<file path="config.mk">
export PLATFORM = sky130hd
export DESIGN_NAME = dcsp_top
export DESIGN_NICKNAME = d
export VERILOG_FILES = /design/src/hdl/dcsp_pkg.sv /design/src/hdl/dcsp_top.sv
export VERILOG_INCLUDE_DIRS = /design/src /design/src/hdl
export SDC_FILE = /design/constraint.sdc
export NUM_CORES = 1
export LEC_CHECK = 0
export CORE_AREA = 3 3 140 101
export CTS_BUF_LIST = sky130_fd_sc_hd__clkbuf_8
export DETAILED_ROUTE_END_ITERATION = 6
export DIE_AREA = 0 0 143 104
export DONT_BUFFER_PORTS = 1
export SKIP_CTS_REPAIR_TIMING = 1
export SYNTH_ARGS = -nofsm -noshare
export SYNTH_HDL_FRONTEND = slang
export SYNTH_SLANG_ARGS = --single-unit
</file>
<file path="constraint.sdc">
create_clock -name i_clk_sys -period 5 [get_ports i_clk_sys]
set_input_delay 1.5 -clock i_clk_sys [delete_from_list [all_inputs] [get_ports i_clk_sys]]
set_output_delay 1.5 -clock i_clk_sys [all_outputs]
set_load 0.01 [all_outputs]
</file>
<file path="src/hdl/dcsp_cfg.svh">
// Register offsets, reset values, field positions and timing constants
`ifndef DCSP_CFG_SVH
`define DCSP_CFG_SVH
`define DCSP_RA_DISP_MODE   8'h02
`define DCSP_RA_LOOP_SEL    8'h0C
`define DCSP_RA_CATH_LVL    8'h0D
`define DCSP_RA_PWR_DOWN    8'h0E
`define DCSP_RA_FAULT_CTL   8'h1E
`define DCSP_RA_FAULT_FLG   8'h1F
`define DCSP_RST_DISP_MODE  8'h20
`define DCSP_RST_LOOP_SEL   2'h0
`define DCSP_RST_CATH_LVL   8'h80
`define DCSP_RST_PWR_DOWN   8'h00
`define DCSP_RST_FAULT_CTL  8'h00
`define DCSP_BIT_BLANK      5
`define DCSP_BIT_FC_BLANK   7
`define DCSP_BIT_SLEEP      0
`define DCSP_SLAVE_BASE     6'h17
`define DCSP_FLAG_PERIOD_MS 100
`define DCSP_SYS_CLK_KHZ    250000
`endif

</file>
<file path="src/hdl/dcsp_pkg.sv">
// Types shared by the display control serial port
package dcsp_pkg;
    typedef enum logic [2:0] {
        ST_IDLE = 3'h0,
        ST_ADDR = 3'h1,
        ST_ACK  = 3'h2,
        ST_RX   = 3'h3,
        ST_TX   = 3'h4,
        ST_MACK = 3'h5
    } dcsp_state_e;
    typedef struct packed {
        logic [7:0] target;
        logic       manual;
        logic       dimming;
    } dcsp_cathode_s;
endpackage

</file>
<file path="src/hdl/dcsp_top.sv">
// Display control: two-wire register slave, fault report, cathode loop, power control
`include "dcsp_cfg.svh"
module dcsp_top #(
    parameter int unsigned P_FLAG_CYC     = `DCSP_FLAG_PERIOD_MS * `DCSP_SYS_CLK_KHZ,
    parameter logic [7:0]  P_CATH_LVL_RST = `DCSP_RST_CATH_LVL
) (
    // System
    input  wire logic                  i_clk_sys,
    input  wire logic                  i_reset,
    // Serial pins
    input  wire logic                  i_scl,
    input  wire logic                  i_sda,
    output logic                       o_sda,
    output logic                       o_sda_oe,
    input  wire logic                  i_addr_select_pin,
    // Fault detection
    input  wire logic [5:0]            i_fault_raw,
    output logic                       o_fault,
    output logic                       o_array_black,
    // Cathode loop
    input  wire logic [7:0]            i_auto_target,
    output dcsp_pkg::dcsp_cathode_s    o_cathode,
    // Power
    output logic                       o_sleep,
    output logic [6:0]                 o_block_off
);
    localparam int CW = $clog2(P_FLAG_CYC);

    generate
        if (P_FLAG_CYC < 2) begin : g_chk
            $error("P_FLAG_CYC must be at least 2");
        end
    endgenerate

    // ****************************************
    // Declarations
    // ****************************************
    logic [1:0]             scl_q;
    logic [1:0]             sda_q;
    logic [1:0]             sel_q;
    logic                   scl_d;
    logic                   sda_d;
    logic [5:0]             flt_q1;
    logic [5:0]             flt_q2;
    logic [CW-1:0]          tick_cnt;
    logic [CW-1:0]          next_tick_cnt;
    logic [5:0]             flt_acc;
    logic [5:0]             next_flt_acc;
    logic [7:0]             fault_flags;
    logic [7:0]             next_fault_flags;
    logic                   fault_blank;
    logic                   next_fault_blank;
    logic                   next_fault;
    logic                   next_black;
    dcsp_pkg::dcsp_cathode_s next_cathode;
    logic [6:0]             next_block_off;
    logic [5:0]             flt_live;
    logic                   tick;
    dcsp_pkg::dcsp_state_e  st;
    dcsp_pkg::dcsp_state_e  next_st;
    logic [3:0]             cnt;
    logic [3:0]             next_cnt;
    logic [7:0]             shr;
    logic [7:0]             next_shr;
    logic [7:0]             ptr;
    logic [7:0]             next_ptr;
    logic                   have_ptr;
    logic                   next_have_ptr;
    logic                   rd;
    logic                   next_rd;
    logic                   nack;
    logic                   next_nack;
    logic                   sda_low;
    logic                   next_sda_low;
    logic [7:0]             display_mode_reg;
    logic [7:0]             next_display_mode_reg;
    logic [1:0]             cathode_loop_select;
    logic [1:0]             next_cathode_loop_select;
    logic [7:0]             cathode_level;
    logic [7:0]             next_cathode_level;
    logic [7:0]             power_down_ctrl;
    logic [7:0]             next_power_down_ctrl;
    logic [7:0]             fault_control;
    logic [7:0]             next_fault_control;
    logic                   scl_rise;
    logic                   scl_fall;
    logic                   start;
    logic                   stop;
    logic [7:0]             rdata;

    function automatic logic [7:0] rd_reg(input logic [7:0] a, input logic [7:0] dm,
                                          input logic [1:0] ls, input logic [7:0] cl,
                                          input logic [7:0] pd, input logic [7:0] fc,
                                          input logic [7:0] ff);
        case (a)
            `DCSP_RA_DISP_MODE: rd_reg = dm;
            `DCSP_RA_LOOP_SEL:  rd_reg = {6'h00, ls};
            `DCSP_RA_CATH_LVL:  rd_reg = cl;
            `DCSP_RA_PWR_DOWN:  rd_reg = pd;
            `DCSP_RA_FAULT_CTL: rd_reg = fc;
            `DCSP_RA_FAULT_FLG: rd_reg = ff;
            default:            rd_reg = 8'h00;
        endcase
    endfunction

    // ****************************************
    // Fault, display and power control
    // ****************************************
    always_comb begin
        flt_live         = flt_q2 & fault_control[5:0];
        tick             = (tick_cnt == CW'(P_FLAG_CYC - 1));
        next_tick_cnt    = tick ? '0 : tick_cnt + 1'b1;
        next_flt_acc     = tick ? flt_live : (flt_acc | flt_live);
        next_fault_flags = tick ? {2'h0, flt_acc | flt_live} : fault_flags;
        next_fault_blank = fault_control[`DCSP_BIT_FC_BLANK]
                           & (fault_blank | (|flt_live));
        next_fault       = |flt_live;
        next_black       = display_mode_reg[`DCSP_BIT_BLANK] | next_fault_blank;
        next_cathode     = '{target: i_auto_target, manual: 1'b0, dimming: 1'b1};
        unique case (cathode_loop_select)
            2'h1: begin
                if (i_auto_target < cathode_level) begin
                    next_cathode.target = cathode_level;
                    next_cathode.manual = 1'b1;
                end
            end
            2'h2: next_cathode = '{target: cathode_level, manual: 1'b1, dimming: 1'b0};
            default: ;
        endcase
        next_block_off = power_down_ctrl[`DCSP_BIT_SLEEP] ? 7'h7F
                         : power_down_ctrl[7:1];
    end

    always_ff @(posedge i_clk_sys) begin
        flt_q1 <= i_fault_raw;
        flt_q2 <= flt_q1;
        if (i_reset) begin
            tick_cnt      <= '0;
            flt_acc       <= 6'h00;
            fault_flags   <= 8'h00;
            fault_blank   <= 1'b0;
            o_fault       <= 1'b0;
            o_array_black <= 1'b1;
            o_cathode     <= '0;
            o_sleep       <= 1'b0;
            o_block_off   <= 7'h00;
        end else begin
            tick_cnt      <= next_tick_cnt;
            flt_acc       <= next_flt_acc;
            fault_flags   <= next_fault_flags;
            fault_blank   <= next_fault_blank;
            o_fault       <= next_fault;
            o_array_black <= next_black;
            o_cathode     <= next_cathode;
            o_sleep       <= power_down_ctrl[`DCSP_BIT_SLEEP];
            o_block_off   <= next_block_off;
        end
    end

    // ****************************************
    // Two-wire slave, sampled by the system clock
    // ****************************************
    always_comb begin
        scl_rise = scl_q[1] & ~scl_d;
        scl_fall = ~scl_q[1] & scl_d;
        start    = scl_q[1] & scl_d & sda_d & ~sda_q[1];
        stop     = scl_q[1] & scl_d & ~sda_d & sda_q[1];
        rdata    = rd_reg(ptr, display_mode_reg, cathode_loop_select, cathode_level,
                          power_down_ctrl, fault_control, fault_flags);
        next_st = st;
        next_cnt = cnt;
        next_shr = shr;
        next_ptr = ptr;
        next_have_ptr = have_ptr;
        next_rd = rd;
        next_nack = nack;
        next_sda_low = sda_low;
        next_display_mode_reg = display_mode_reg;
        next_cathode_loop_select = cathode_loop_select;
        next_cathode_level = cathode_level;
        next_power_down_ctrl = power_down_ctrl;
        next_fault_control = fault_control;
        if (start) begin
            next_st = dcsp_pkg::ST_ADDR;
            next_cnt = 4'h0;
            next_sda_low = 1'b0;
        end else if (stop) begin
            next_st = dcsp_pkg::ST_IDLE;
            next_sda_low = 1'b0;
        end else begin
            unique case (st)
                dcsp_pkg::ST_IDLE: ;
                dcsp_pkg::ST_ADDR, dcsp_pkg::ST_RX: begin
                    if (scl_rise) begin
                        next_shr = {shr[6:0], sda_q[1]};
                        next_cnt = cnt + 4'h1;
                    end else if (scl_fall && cnt == 4'h8) begin
                        next_st = dcsp_pkg::ST_ACK;
                        next_sda_low = 1'b1;
                        if (st == dcsp_pkg::ST_ADDR) begin
                            if (shr[7:1] == {`DCSP_SLAVE_BASE, sel_q[1]}) begin
                                next_rd = shr[0];
                                if (!shr[0]) begin
                                    next_have_ptr = 1'b0;
                                end
                            end else begin
                                next_st = dcsp_pkg::ST_IDLE;
                                next_sda_low = 1'b0;
                            end
                        end else if (!have_ptr) begin
                            next_ptr = shr;
                            next_have_ptr = 1'b1;
                        end else begin
                            next_ptr = ptr + 8'h01;
                            case (ptr)
                                `DCSP_RA_DISP_MODE: next_display_mode_reg = shr;
                                `DCSP_RA_LOOP_SEL:  next_cathode_loop_select = shr[1:0];
                                `DCSP_RA_CATH_LVL:  next_cathode_level = shr;
                                `DCSP_RA_PWR_DOWN:  next_power_down_ctrl = shr;
                                `DCSP_RA_FAULT_CTL: next_fault_control = shr;
                                default: ;
                            endcase
                        end
                    end
                end
                dcsp_pkg::ST_ACK, dcsp_pkg::ST_MACK: begin
                    if (scl_rise) begin
                        next_nack = sda_q[1];
                    end else if (scl_fall) begin
                        if (st == dcsp_pkg::ST_MACK && nack) begin
                            next_st = dcsp_pkg::ST_IDLE;
                            next_sda_low = 1'b0;
                        end else if (rd) begin
                            next_st = dcsp_pkg::ST_TX;
                            next_shr = rdata;
                            next_ptr = ptr + 8'h01;
                            next_sda_low = ~rdata[7];
                            next_cnt = 4'h1;
                        end else begin
                            next_st = dcsp_pkg::ST_RX;
                            next_sda_low = 1'b0;
                            next_cnt = 4'h0;
                        end
                    end
                end
                dcsp_pkg::ST_TX: begin
                    if (scl_fall) begin
                        if (cnt == 4'h8) begin
                            next_st = dcsp_pkg::ST_MACK;
                            next_sda_low = 1'b0;
                        end else begin
                            next_shr = {shr[6:0], 1'b0};
                            next_sda_low = ~shr[6];
                            next_cnt = cnt + 4'h1;
                        end
                    end
                end
                default: next_st = dcsp_pkg::ST_IDLE;
            endcase
        end
    end

    always_ff @(posedge i_clk_sys) begin
        scl_q <= {scl_q[0], i_scl};
        sda_q <= {sda_q[0], i_sda};
        sel_q <= {sel_q[0], i_addr_select_pin};
        scl_d <= scl_q[1];
        sda_d <= sda_q[1];
        if (i_reset) begin
            st <= dcsp_pkg::ST_IDLE;
            cnt <= 4'h0;
            shr <= 8'h00;
            ptr <= 8'h00;
            have_ptr <= 1'b0;
            rd <= 1'b0;
            nack <= 1'b0;
            sda_low <= 1'b0;
            display_mode_reg <= `DCSP_RST_DISP_MODE;
            cathode_loop_select <= `DCSP_RST_LOOP_SEL;
            cathode_level <= P_CATH_LVL_RST;
            power_down_ctrl <= `DCSP_RST_PWR_DOWN;
            fault_control <= `DCSP_RST_FAULT_CTL;
        end else begin
            st <= next_st;
            cnt <= next_cnt;
            shr <= next_shr;
            ptr <= next_ptr;
            have_ptr <= next_have_ptr;
            rd <= next_rd;
            nack <= next_nack;
            sda_low <= next_sda_low;
            display_mode_reg <= next_display_mode_reg;
            cathode_loop_select <= next_cathode_loop_select;
            cathode_level <= next_cathode_level;
            power_down_ctrl <= next_power_down_ctrl;
            fault_control <= next_fault_control;
        end
    end

    // Open-drain data only; bus clock is never driven
    assign o_sda    = 1'b0;
    assign o_sda_oe = sda_low | i_reset;

    // ****************************************
    // Checks
    // ****************************************
    property p_rst_sda;
        @(posedge i_clk_sys) i_reset |-> o_sda_oe && !o_sda;
    endproperty
    a_rst_sda: assert property (p_rst_sda) else $error("sda not low in reset");
    property p_blank;
        @(posedge i_clk_sys) disable iff (i_reset)
        fault_control[7] && (|flt_live) |=> o_array_black && fault_blank;
    endproperty
    a_blank: assert property (p_blank) else $error("fault did not blank");
    property p_unblank;
        @(posedge i_clk_sys) disable iff (i_reset)
        !fault_control[7] && !display_mode_reg[5] |=> !o_array_black;
    endproperty
    a_unblank: assert property (p_unblank) else $error("image not restored");
    property p_array_blank_bit;
        @(posedge i_clk_sys) disable iff (i_reset) display_mode_reg[5] |=> o_array_black;
    endproperty
    a_array_blank_bit: assert property (p_array_blank_bit) else $error("array not black");
    property p_flags;
        @(posedge i_clk_sys) disable iff (i_reset) !tick |=> $stable(fault_flags);
    endproperty
    a_flags: assert property (p_flags) else $error("flags changed off period");
    property p_manual;
        @(posedge i_clk_sys) disable iff (i_reset) cathode_loop_select == 2'h2 |=>
            o_cathode.manual && !o_cathode.dimming && o_cathode.target == $past(cathode_level);
    endproperty
    a_manual: assert property (p_manual) else $error("manual loop wrong");
    property p_hybrid;
        @(posedge i_clk_sys) disable iff (i_reset)
        cathode_loop_select == 2'h1 && i_auto_target < cathode_level |=> o_cathode.manual;
    endproperty
    a_hybrid: assert property (p_hybrid) else $error("hybrid did not switch");
    property p_auto;
        @(posedge i_clk_sys) disable iff (i_reset) !i_reset && cathode_loop_select == 2'h0 |=>
            !o_cathode.manual && o_cathode.target == $past(i_auto_target);
    endproperty
    a_auto: assert property (p_auto) else $error("auto loop wrong");
    property p_foreign;
        @(posedge i_clk_sys) disable iff (i_reset)
        st == dcsp_pkg::ST_ADDR && scl_fall && cnt == 4'h8 && !start && !stop
            && shr[7:1] != {6'h17, sel_q[1]} |=> !sda_low && st == dcsp_pkg::ST_IDLE;
    endproperty
    a_foreign: assert property (p_foreign) else $error("acked foreign address");
    property p_txrel;
        @(posedge i_clk_sys) disable iff (i_reset)
        st == dcsp_pkg::ST_TX && scl_fall && cnt == 4'h8 && !start && !stop |=> !sda_low;
    endproperty
    a_txrel: assert property (p_txrel) else $error("line not released");
endmodule

</file>
==> results of run 1 <==
[cells by family (layout without fill, tap and decap cells)]
logic type,after synthesis,count (layout),share of synthesized area
AOI/OAI and AO/OA,182,182,0.1945
xor gates and xnor gates,25,25,0.03400
adders and majority gates,16,16,0.03109
buffers and inverters,74,54,0.04818
DFF,139,139,0.4321
muxes,26,26,0.04041
other,1,1,0.0005823
and+or+nand+nor,303,303,0.2192
[power breakdown]
part / internal (µW) / total, µW / switching [µW]
logic: 27.0 / 65.1 / 38.1
clock network: 430 / 955 / 525
registers: 1130 / 1150 / 25.9
[cell usage in the layout (no fill, tap or decap), types with 6 or more instances in the layout]
master	n
nand2b_1	7
a22oi_1	19
o22ai_1	7
a22o_1	7
nor2_1	129
inv_1	21
nand2_1	69
clkbuf_8	17
nand4_1	8
a211oi_1	11
dfxtp_1	139
a311oi_1	7
a221oi_1	6
and3_1	15
a21oi_1	55
o21ai_0	26
ha_1	16
nand3_1	31
o32ai_1	8
xnor2_1	10
mux2i_1	26
xor2_1	15
nor3_1	10
[worst min path at each step]
| stage | cells after the start | slack [ns] | to |
|---|---|---|---|
| CTS | 0 | 0.34 | sda_q[1]$_DFF_P_ |
| global route | 0 | 0.35 | sda_q[1]$_DFF_P_ |
| detailed placement | 0 | 0.31 | sda_q[1]$_DFF_P_ |
| floorplan | 0 | 0.31 | flt_q2[0]$_DFF_P_ |
| global placement | 0 | 0.31 | flt_q2[5]$_DFF_P_ |
| finish | 0 | 0.33 | sda_q[1]$_DFF_P_ |
[through the flow]
step	hold WS, ns	cells	total power, µW	instance area, µm²
4_1_cts	0.3353	912	2198	6849
3_3_place_gp	0.3147	880	1238	6424
3_5_place_dp	0.3121	880	1241	6424
5_1_grt	0.3490	912	2261	6849
2_1_floorplan	0.3096	766	1232	6440
6_report	0.3348	912	2172	6849
[routing by layer]
layer	vias to the layer above	share of wire	global-route usage
met5	-	0	0
met4	0	0.012	0.06988
met3	16	0.067	0.05928
met2	180	0.44	0.3190
met1	2556	0.48	0.3119
li1	2659	-	-
[layout make-up]
type                       instances  area share
clock buffer                      17     0.03416
clock inverter                    15     0.02795
tap                              166     0.03033
multi-input combinational        553      0.4887
inverter                          21     0.01151
timing repair buffer               1    0.001096
sequential                       139      0.4063
==> summary.md, run 1 <==
| Metric | Value |
|---|---|
| Max FO, Critical Path | `89` |
| Ys flop type | `dfxtp_1` |
| Top-area cell type share of the netlist area | `0.4321` |
| Fin worst setup slack | `1.699 ns` |
| Most frequent cell after synthesis | `dfxtp_1` |
| Final hold vios | `0` |
| Routed Antenna Nets | `0` |
| Crit share post-route | `0.6602` |
| Fill cells | `1211` |
| Area of the multi-input gates | `3347 µm²` |
| Syn Area/Cell | `8.407 µm²` |
| Worst setup EP type | `primary output` |
| Run status | `finished clean` |
| Critical path's slowest cell | `or2_2` |
| Slew HR | `0.3066` |
| Area Growth Syn to Fin | `6.353%` |
| RSZ-0062 raised after global routing | `false` |
| Final Util | `0.5266` |
| Port bufs | `0` |
| Count of buffer and inverter cells on the critical path | `0` |
| Reg2reg end | `ptr[7]$_SDFFE_PP0P_` |
| H-tree depth | `4` |
| VDD IR max | `0.0002047 V` |
| Die area | `14870 µm²` |
| Vias in the first global route | `5195` |
| Fmax | `303.0 MHz` |
| Min Tclk post-route | `3.301 ns` |
| Syn Std Cell Area | `6440 µm²` |
| Largest net degree at the start of global routing | `90` |
| DR pass1 iterations | `5` |
| Clock Path Buffers | `2` |
| Via density | `5.933` |
| CP Launch Point | `i_reset` |
| Leakage | `0.002547 µW` |
| Min-delay worst type | `flop to flop` |
| RR Startpoint | `st[0]$_SDFFE_PP0P_` |
| Synth area leaders | `dfxtp_1, nor2_1, a21oi_1` |
| Initial core utilization | `0.4951` |
| Slew Viols, Final | `0` |
| # nets final | `768` |
| Dpl hpwl | `10770 µm` |
| DP Worst Slack | `1.699 ns` |
| Top post-synthesis cells by count | `dfxtp_1, nor2_1, nand2_1, a21oi_1, clkbuf_1` |
| CP endpoint | `o_sda_oe` |
| Num ports | `41` |
| Element type at the critical path start | `input pin` |
| Num CTS Buffers | `17` |
| Hold path startpoint | `sda_q[0]$_DFF_P_` |
| Synth Instances | `766` |
| Worst R2R Setup Slack | `2.04 ns` |
| Largest area contributor in the netlist | `dfxtp_1` |
| First-pass GRT wire length | `26310 µm` |
| Post-synthesis cell type count | `66` |
| Syn_nets | `801` |
| GPL Wtd Cong | `0.8521` |
| Max Cap Viol | `0` |
| Number of enable flip-flop cells after synthesis | `0` |
| CTS tree | `yes` |
| Critical Path RT | `3.50 ns` |
| Clk Latency, worst-skew pair | `0.45 ns` |
| DR iter-0 viols | `446` |
| Via count | `5411` |
| Worst slew pin tran | `1.038 ns` |
| Clock Pin Slew Worst Setup and Hold Paths | `0.09 ns` |
| # rows | `35` |
| Number of flip-flops in the largest register | `25` |
| Setup Viol. Count Final | `0` |
| Routed length per instance | `17.28 µm` |
| Yosys reg bits | `139` |
| Die height | `104 µm` |
| Post-synth ARST share | `0` |
| Layout cell share with drive strength beyond 1 | `0.06032` |
| Clock Sink Count | `139` |
| DRT Wirelength | `15760 µm` |
| Critical path class | `input pin to primary output` |
| Largest regs | `tick_cnt: 25 flops, o_cathode: 10 flops` |
| Critical path, cell by cell | `or2_2` |
| Synth warnings | `0` |
| Grt total ovfl | `0` |
| Die width | `143 µm` |
| Sequential-to-total area share from yosys stat | `0.4321` |
| Crit path depth | `1` |
| Sequential cell area | `2783 µm²` |
| Core ar. | `13010 µm²` |
| Worst Clk Skew | `0.01801 ns` |
| Root Buffer Master | `clkbuf_8` |
| # diodes | `0` |
| Setup_tns | `0 ns` |
| Crit path arrival time | `1.80 ns` |
| Initial antenna violation count | `0` |
| Crit path max-delay family | `simple AND/OR/NAND/NOR gates` |
| Cell Pwr Density | `317.1 nW/µm²` |
| Residual DRC count | `0` |
| Largest stage delay, worst path | `0.30 ns` |
| GR Util All Layers | `0.2181` |
| R2R depth | `6` |
| Top reg by flops | `tick_cnt` |
Power figures use the tool's default switching activity.
==> inputs of run 2 (changes only) <==
- ABC_AREA: unset -> 1
- CORE_AREA: 3 3 140 101 -> 3 3 143 103
- DIE_AREA: 0 0 143 104 -> 0 0 146 106
- clock period: 5 -> 3.25 ns (I/O delays scaled with it)
==> summary.md, run 2 <==
| Metric | Value |
|---|---|
| Top-area cell type share of the netlist area | `0.4164 (-0.01569)` |
| Slew Viols, Final | `0 (unchanged)` |
| Area share of fa/ha/maj cells after synthesis | `0.02996 (-0.001129)` |
| Clk Latency, worst-skew pair | `0.46 ns (about the same)` |
| Port bufs | `0 (unchanged)` |
| Leakage | `0.002915 µW (+14%)` |
| Num ports | `41 (unchanged)` |
| Synth Instances | `960 (+25%)` |
| Yosys reg bits | `139 (unchanged)` |
| Crit path arrival time | `2.67 ns (+0.87 ns)` |
| Initial core utilization | `0.5036 (+0.008488)` |
| Post-synth ARST share | `0 (unchanged)` |
| Most frequent cells in the layout | `nand2_1, dfxtp_1, inv_1, nor2_1, a21oi_1` |
| Syn_nets | `995 (+24%)` |
| First-pass GRT wire length | `30170 µm (+15%)` |
| Synth warnings | `0 (unchanged)` |
| Top routing layer in use | `met4` |
| Largest family of logic cells by synthesized area | `simple AND/OR/NAND/NOR gates` |
| Max FO, Critical Path | `28 (-69%)` |
| # nets final | `993 (+29%)` |
| # diodes | `0 (unchanged)` |
| Setup Viol. Count Final | `0 (unchanged)` |
| Cell Pwr Density | `535.1 nW/µm² (+69%)` |
| Commonest non-fill, non-tap cell in the layout | `nand2_1` |
| Dpl hpwl | `13800 µm (+28%)` |
| Root Buffer Master | `clkbuf_8` |
| Most frequent cell after synthesis | `nand2_1` |
| Post-Synth Simple-Gate Area | `0.3072 (+0.08809)` |
| Sequential cell area | `2783 µm² (unchanged)` |
| Synth Area in Compound Gates | `0.1466 (-0.04788)` |
| GR Util All Layers | `0.2429 (+0.02477)` |
| DR pass1 iterations | `5 (unchanged)` |
| Residual DRC count | `0 (unchanged)` |
| Clock Pin Slew Worst Setup and Hold Paths | `0.10 ns (about the same)` |
| Syn Std Cell Area | `6683 µm² (+3.8%)` |
| Area Growth Syn to Fin | `8.332%` |
| Element type at the critical path start | `flop` |
| Crit share post-route | `0.7117` |
| Routed length per instance | `16.12 µm (-6.7%)` |
| Clock Path Buffers | `2 (unchanged)` |
| Layout cell share with drive strength beyond 1 | `0.06591 (+0.005590)` |
| Critical path class | `flop to flop` |
| Grt total ovfl | `0 (unchanged)` |
| M1 wire length | `9598 µm (+26%)` |
| Largest net degree at the start of global routing | `53 (-41%)` |
| Run status | `finished clean` |
| Die area | `15480 µm² (+4.1%)` |
| Post-synthesis cell type count | `40 (-39%)` |
| Die width | `146 µm (+2.1%)` |
| Worst slew pin tran | `0.8307 ns (-0.2075 ns)` |
| Mux cell area share after synthesis | `0 (-0.04041)` |
| Via density | `5.439 (-8.3%)` |
| Met3 WL post-DR | `1936 µm (+83%)` |
| Synth Area in XOR/XNOR | `0.006553 (-0.02745)` |
| Initial antenna violation count | `0 (unchanged)` |
| RSZ-0062 raised after global routing | `false` |
| Max Cap Viol | `0 (unchanged)` |
| Top post-synthesis cells by count | `nand2_1, dfxtp_1, inv_1, nor2_1, a21oi_1` |
| Syn Area/Cell | `6.961 µm² (-17%)` |
| Die height | `106 µm (+1.9%)` |
| CTS tree | `yes` |
| DRT Wirelength | `18640 µm (+18%)` |
| Routed Antenna Nets | `0 (unchanged)` |
| Clock Sink Count | `139 (unchanged)` |
| Vias in the first global route | `5582 (+7.4%)` |
| Final hold vios | `0 (unchanged)` |
| Synth area leaders | `dfxtp_1, nand2_1, a21oi_1` |
| Num CTS Buffers | `17 (unchanged)` |
| Worst Clk Skew | `0.01821 ns (+0.0002081 ns)` |
| Worst setup EP type | `flop` |
| Min Tclk post-route | `2.313 ns` |
| Core ar. | `13270 µm² (+2.0%)` |
| Number of enable flip-flop cells after synthesis | `0 (unchanged)` |
| Fill cells | `1305 (+7.8%)` |
| Critical Path RT | `3.60 ns (+0.10 ns)` |
| Fmax | `432.4 MHz` |
| Via count | `6288 (+16%)` |
| GPL Wtd Cong | `0.9429 (+11%)` |
| Number of flip-flops in the largest register | `25 (unchanged)` |
| Fin Hold WS | `0.3198 ns (-0.01500 ns)` |
| DR iter-0 viols | `692 (+55%)` |
| Largest regs | `tick_cnt: 25 flops, o_cathode: 10 flops` |
| Top reg by flops | `tick_cnt` |
| Min-delay worst type | `flop to flop` |
| Area of the multi-input gates | `3281 µm² (-2.0%)` |
| Routed wl met2 | `6947 µm (+0.92%)` |
| Sequential-to-total area share from yosys stat | `0.4164 (-0.01569)` |
| Setup_tns | `0 ns (unchanged)` |
| Largest area contributor in the netlist | `dfxtp_1` |
| Slew HR | `0.4444 (+0.1378)` |
| VDD IR max | `0.0003357 V (+64%)` |
| # rows | `35 (unchanged)` |
| H-tree depth | `4 (unchanged)` |
| Ys flop type | `dfxtp_1` |
-- run 2: cell types whose count changed after synthesis, moves of 26 or more --
cell | before | now
nand2_1 | 69 | 202
inv_1 | 21 | 121
nand3_1 | 31 | 85
o21ai_0 | 26 | 72
a21oi_1 | 55 | 95
mux2i_1 | 26 | 0
-- run 2: final cells by class --
class,instances,share of cell area
Sequential cell,139,0.3844
Multi-Input combinational cell,669,0.4532
Clock buffer,17,0.03232
Tap cell,185,0.03197
Inverter,125,0.06481
Timing Repair Buffer,6,0.006222
Clock inverter,15,0.02713
-- run 2: metal layers --
metal  global-route usage  up-vias
li1                     -     3133
met1               0.3931     2862
met2               0.3075      272
met3              0.07030       21
met4              0.05302        0
met5                    0        -
-- run 2: kinds of logic (layout without fill, tap and decap cells) --
logic type                 Yosys count  after routing
AOI/OAI and AO/OA                  186            186
xor gates and xnor gates             5              5
adders and majority gates           16             16
buffers and inverters              152            163
DFF                                139            139
other                                1              1
and+or+nand+nor                    461            461
-- run 2: path summary, 6_finish.rpt --
kind | start | endpoint | slack, ns | depth (start not counted)
max | tick_cnt[0]$_SDFF_PP0_ | tick_cnt[18]$_SDFF_PP0_ | 0.94 | 9
min | sel_q[0]$_DFF_P_ | sel_q[1]$_DFF_P_ | 0.32 | 0
max reg2reg | tick_cnt[0]$_SDFF_PP0_ | tick_cnt[18]$_SDFF_PP0_ | 0.94 | 9
min reg2reg | sel_q[0]$_DFF_P_ | sel_q[1]$_DFF_P_ | 0.32 | 0
-- run 2: critical path, cell delays in order, from the launching register on --
cell     delay [ns]
dfxtp_1        0.43
ha_1           0.23
nand2_1        0.13
nor2_1         0.25
nand3_1        0.41
nand2_1        0.16
buf_4          0.32
inv_1          0.12
o21ai_0        0.10
nor2_1         0.05
-- run 2: report_power, final --
part           internal, µW  leakage (µW)  switching, µW  total, µW
Combinational           140       0.00157            325        465
Clock                   730      0.000214            805       1540
Sequential             1770       0.00113            104       1870
-- run 2: per-stage QoR --
step                      worst slack (ns)  utilization  cells  total power, µW  cell area, µm²
after detailed placement            0.8567       0.5132   1124             2364            6809
after global routing                0.7647       0.5456   1156             4056            7239
after CTS                            1.004       0.5456   1156             3890            7239
after global placement              0.9487       0.5132   1124             2355            6809
after floorplan                     0.8746            -    960             2235            6683
final                               0.9371       0.5456   1156             3874            7239
==> inputs of run 3 (changes only) <==
- clock period: 3.25 -> 2.2 ns (I/O delays scaled with it)
==> summary.md, run 3 (synthesized netlist as in run 2, its figures left out) <==
| Metric | Value |
|---|---|
| Slew HR | `0.6058 (+0.1614)` |
| Initial core utilization | `0.5036 (unchanged)` |
| Vias in the first global route | `5830 (+4.4%)` |
| Root Buffer Master | `clkbuf_8` |
| Layout cell share with drive strength beyond 1 | `0.08308 (+0.01717)` |
| Critical path class | `flop to flop` |
| Reg2reg end | `power_down_ctrl[1]$_SDFFE_PP0P_` |
| Min-delay worst type | `input pin to flop` |
| GR Util All Layers | `0.2456 (+0.002724)` |
| Sw Ratio | `0.2990 (-0.01933)` |
| Fmax | `489.0 MHz (+13%)` |
| Routed length per instance | `16.15 µm (+0.17%)` |
| # diodes | `0 (unchanged)` |
| Cell Pwr Density | `754.1 nW/µm² (+41%)` |
| Max FO, Critical Path | `16 (-43%)` |
| Crit path arrival time | `2.36 ns (-0.31 ns)` |
| Residual DRC count | `0 (unchanged)` |
| Setup_tns | `0 ns (unchanged)` |
| Min Tclk post-route | `2.045 ns (-0.2679 ns)` |
| Worst R2R Setup Slack | `0.16 ns (-0.78 ns)` |
| Largest regs | `tick_cnt: 25 flops, o_cathode: 10 flops` |
| Worst setup EP type | `flop` |
| Setup Viol. Count Final | `0 (unchanged)` |
| CP Launch Point | `ptr[0]$_SDFFE_PP0P_` |
| Top reg by flops | `tick_cnt` |
| Reg power frac | `0.495 (+0.011)` |
| DR pass1 iterations | `6 (+1)` |
| Area Growth Syn to Fin | `9.642%` |
| Commonest non-fill, non-tap cell in the layout | `nand2_1` |
| Element type at the critical path start | `flop` |
| Final hold vios | `0 (unchanged)` |
| NetSw | `1652 µW (+34%)` |
| # nets final | `1011 (+1.8%)` |
| Most frequent cells in the layout | `nand2_1, dfxtp_1, inv_1, nor2_1, a21oi_1` |
| Number of flip-flops in the largest register | `25 (unchanged)` |
| Die height | `106 µm (unchanged)` |
| Run status | `finished clean` |
| Worst slew pin tran | `0.5904 ns (-0.2403 ns)` |
| RSZ-0062 raised after global routing | `false` |
| Core ar. | `13270 µm² (unchanged)` |
| DR iter-0 viols | `738 (+6.6%)` |
| Clock Pin Slew Worst Setup and Hold Paths | `0.08 ns (-0.02 ns)` |
| DRT Wirelength | `18930 µm (+1.6%)` |
| Num CTS Buffers | `17 (unchanged)` |
| Clock Sink Count | `139 (unchanged)` |
| R2R depth | `9 (unchanged)` |
| Crit share post-route | `0.9295 (+0.2179)` |
| Via density | `5.431 (-0.16%)` |
| Int Power | `3873 µW (+47%)` |
| Die area | `15480 µm² (unchanged)` |
| First-pass GRT wire length | `30580 µm (+1.3%)` |
| CP endpoint | `power_down_ctrl[1]$_SDFFE_PP0P_` |
| Clk Latency, worst-skew pair | `0.44 ns (-0.02 ns)` |
| Dpl hpwl | `14170 µm (+2.7%)` |
| Fin worst setup slack | `0.1550 ns (-0.7821 ns)` |
| # rows | `35 (unchanged)` |
| Leakage | `0.002985 µW (+2.4%)` |
| Via count | `6365 (+1.2%)` |
| Fill cells | `1332 (+2.1%)` |
| Grt total ovfl | `0 (unchanged)` |
| Clock power frac | `0.364 (-0.032)` |
| VDD IR max | `0.0004886 V (+46%)` |
| Critical Path RT | `2.52 ns (-1.08 ns)` |
| Num ports | `41 (unchanged)` |
| RR Startpoint | `ptr[0]$_SDFFE_PP0P_` |
| Die width | `146 µm (unchanged)` |
| Clock Path Buffers | `2 (unchanged)` |
| GPL Wtd Cong | `1.009 (+7.0%)` |
| Worst Clk Skew | `0.01477 ns (-0.003447 ns)` |
| Max Cap Viol | `0 (unchanged)` |
| Initial antenna violation count | `0 (unchanged)` |
| DP Worst Slack | `0.1787 ns (-0.6779 ns)` |
| Routed Antenna Nets | `0 (unchanged)` |
| Slew Viols, Final | `0 (unchanged)` |
| Part of the power in combinational logic | `0.141 (+0.021)` |
| Largest net degree at the start of global routing | `53 (unchanged)` |
| H-tree depth | `4 (unchanged)` |
| Port bufs | `0 (unchanged)` |
| CTS tree | `yes` |
## run 3: cell count changes in the layout (fill, tap and decap cells not counted), sizes merged
cell / previous run / this run
clkinv: 3 / 9
clkbuf: 17 / 18
buf: 6 / 24
inv: 133 / 124
## run 3: cell type report
cell class / instances / area [µm²] / share of cell area
clock buffer: 18 / 247.7 / 0.03381
clock inverter: 12 / 126.4 / 0.01725
inverter: 125 / 473.0 / 0.06455
multi-input combinational: 669 / 3286 / 0.4484
sequential: 139 / 2783 / 0.3798
tap: 185 / 231.5 / 0.03159
timing repair buffer: 24 / 180.2 / 0.02459
## run 3: worst max-delay path, cell delays in order (launching register included)
cell and delay (ns):
dfxtp_1 0.35, inv_1 0.13, ha_1 0.19, inv_1 0.04, nor2_1 0.27, nand2_1 0.25
nor2_1 0.23, nand3_4 0.20, o21ai_0 0.21, a21oi_1 0.05
## run 3: per-stage QoR
step                total power [µW]  std cells  hold slack [ns]  instance area, µm²    util
floorplan                       3302        960           0.3096                6683       -
global placement                3528       1142           0.3121                6944  0.5233
detailed placement              3538       1142           0.3128                6944  0.5233
CTS                             5527       1172           0.2244                7318  0.5515
global route                    5771       1172           0.2172                7327  0.5522
finish                          5525       1172           0.2435                7327  0.5522
## run 3: worst min path at each step
stage                     depth (start not counted)  slack (ns)               from                 to
after floorplan                                   0        0.31  flt_q1[0]$_DFF_P_  flt_q2[0]$_DFF_P_
after global placement                            0        0.31   scl_q[0]$_DFF_P_   scl_q[1]$_DFF_P_
after detailed placement                          0        0.31   sel_q[0]$_DFF_P_   sel_q[1]$_DFF_P_
after CTS                                         0        0.22     i_fault_raw[2]  flt_q1[2]$_DFF_P_
after global routing                              0        0.22              i_scl   scl_q[0]$_DFF_P_
final                                             0        0.24              i_scl   scl_q[0]$_DFF_P_
## run 3: per-layer routing
| layer | GRT usage | up-vias | wire, µm |
|---|---|---|---|
| met3 | 0.07755 | 30 | 1895 |
| met4 | 0.06443 | 0 | 244 |
| li1 | - | 3155 | - |
| met5 | 0 | - | 0 |
| met1 | 0.3644 | 2916 | 9398 |
| met2 | 0.3420 | 264 | 7388 |
## run 3: power by group through the flow
stage               sequential [µW]  combinational [µW]  clock [µW]
CTS                            2730                 754        2040
floorplan                      2750                 547           0
detailed placement             2790                 750           0
global route                   2750                 874        2150
global placement               2780                 745           0
finish                         2740                 780        2010
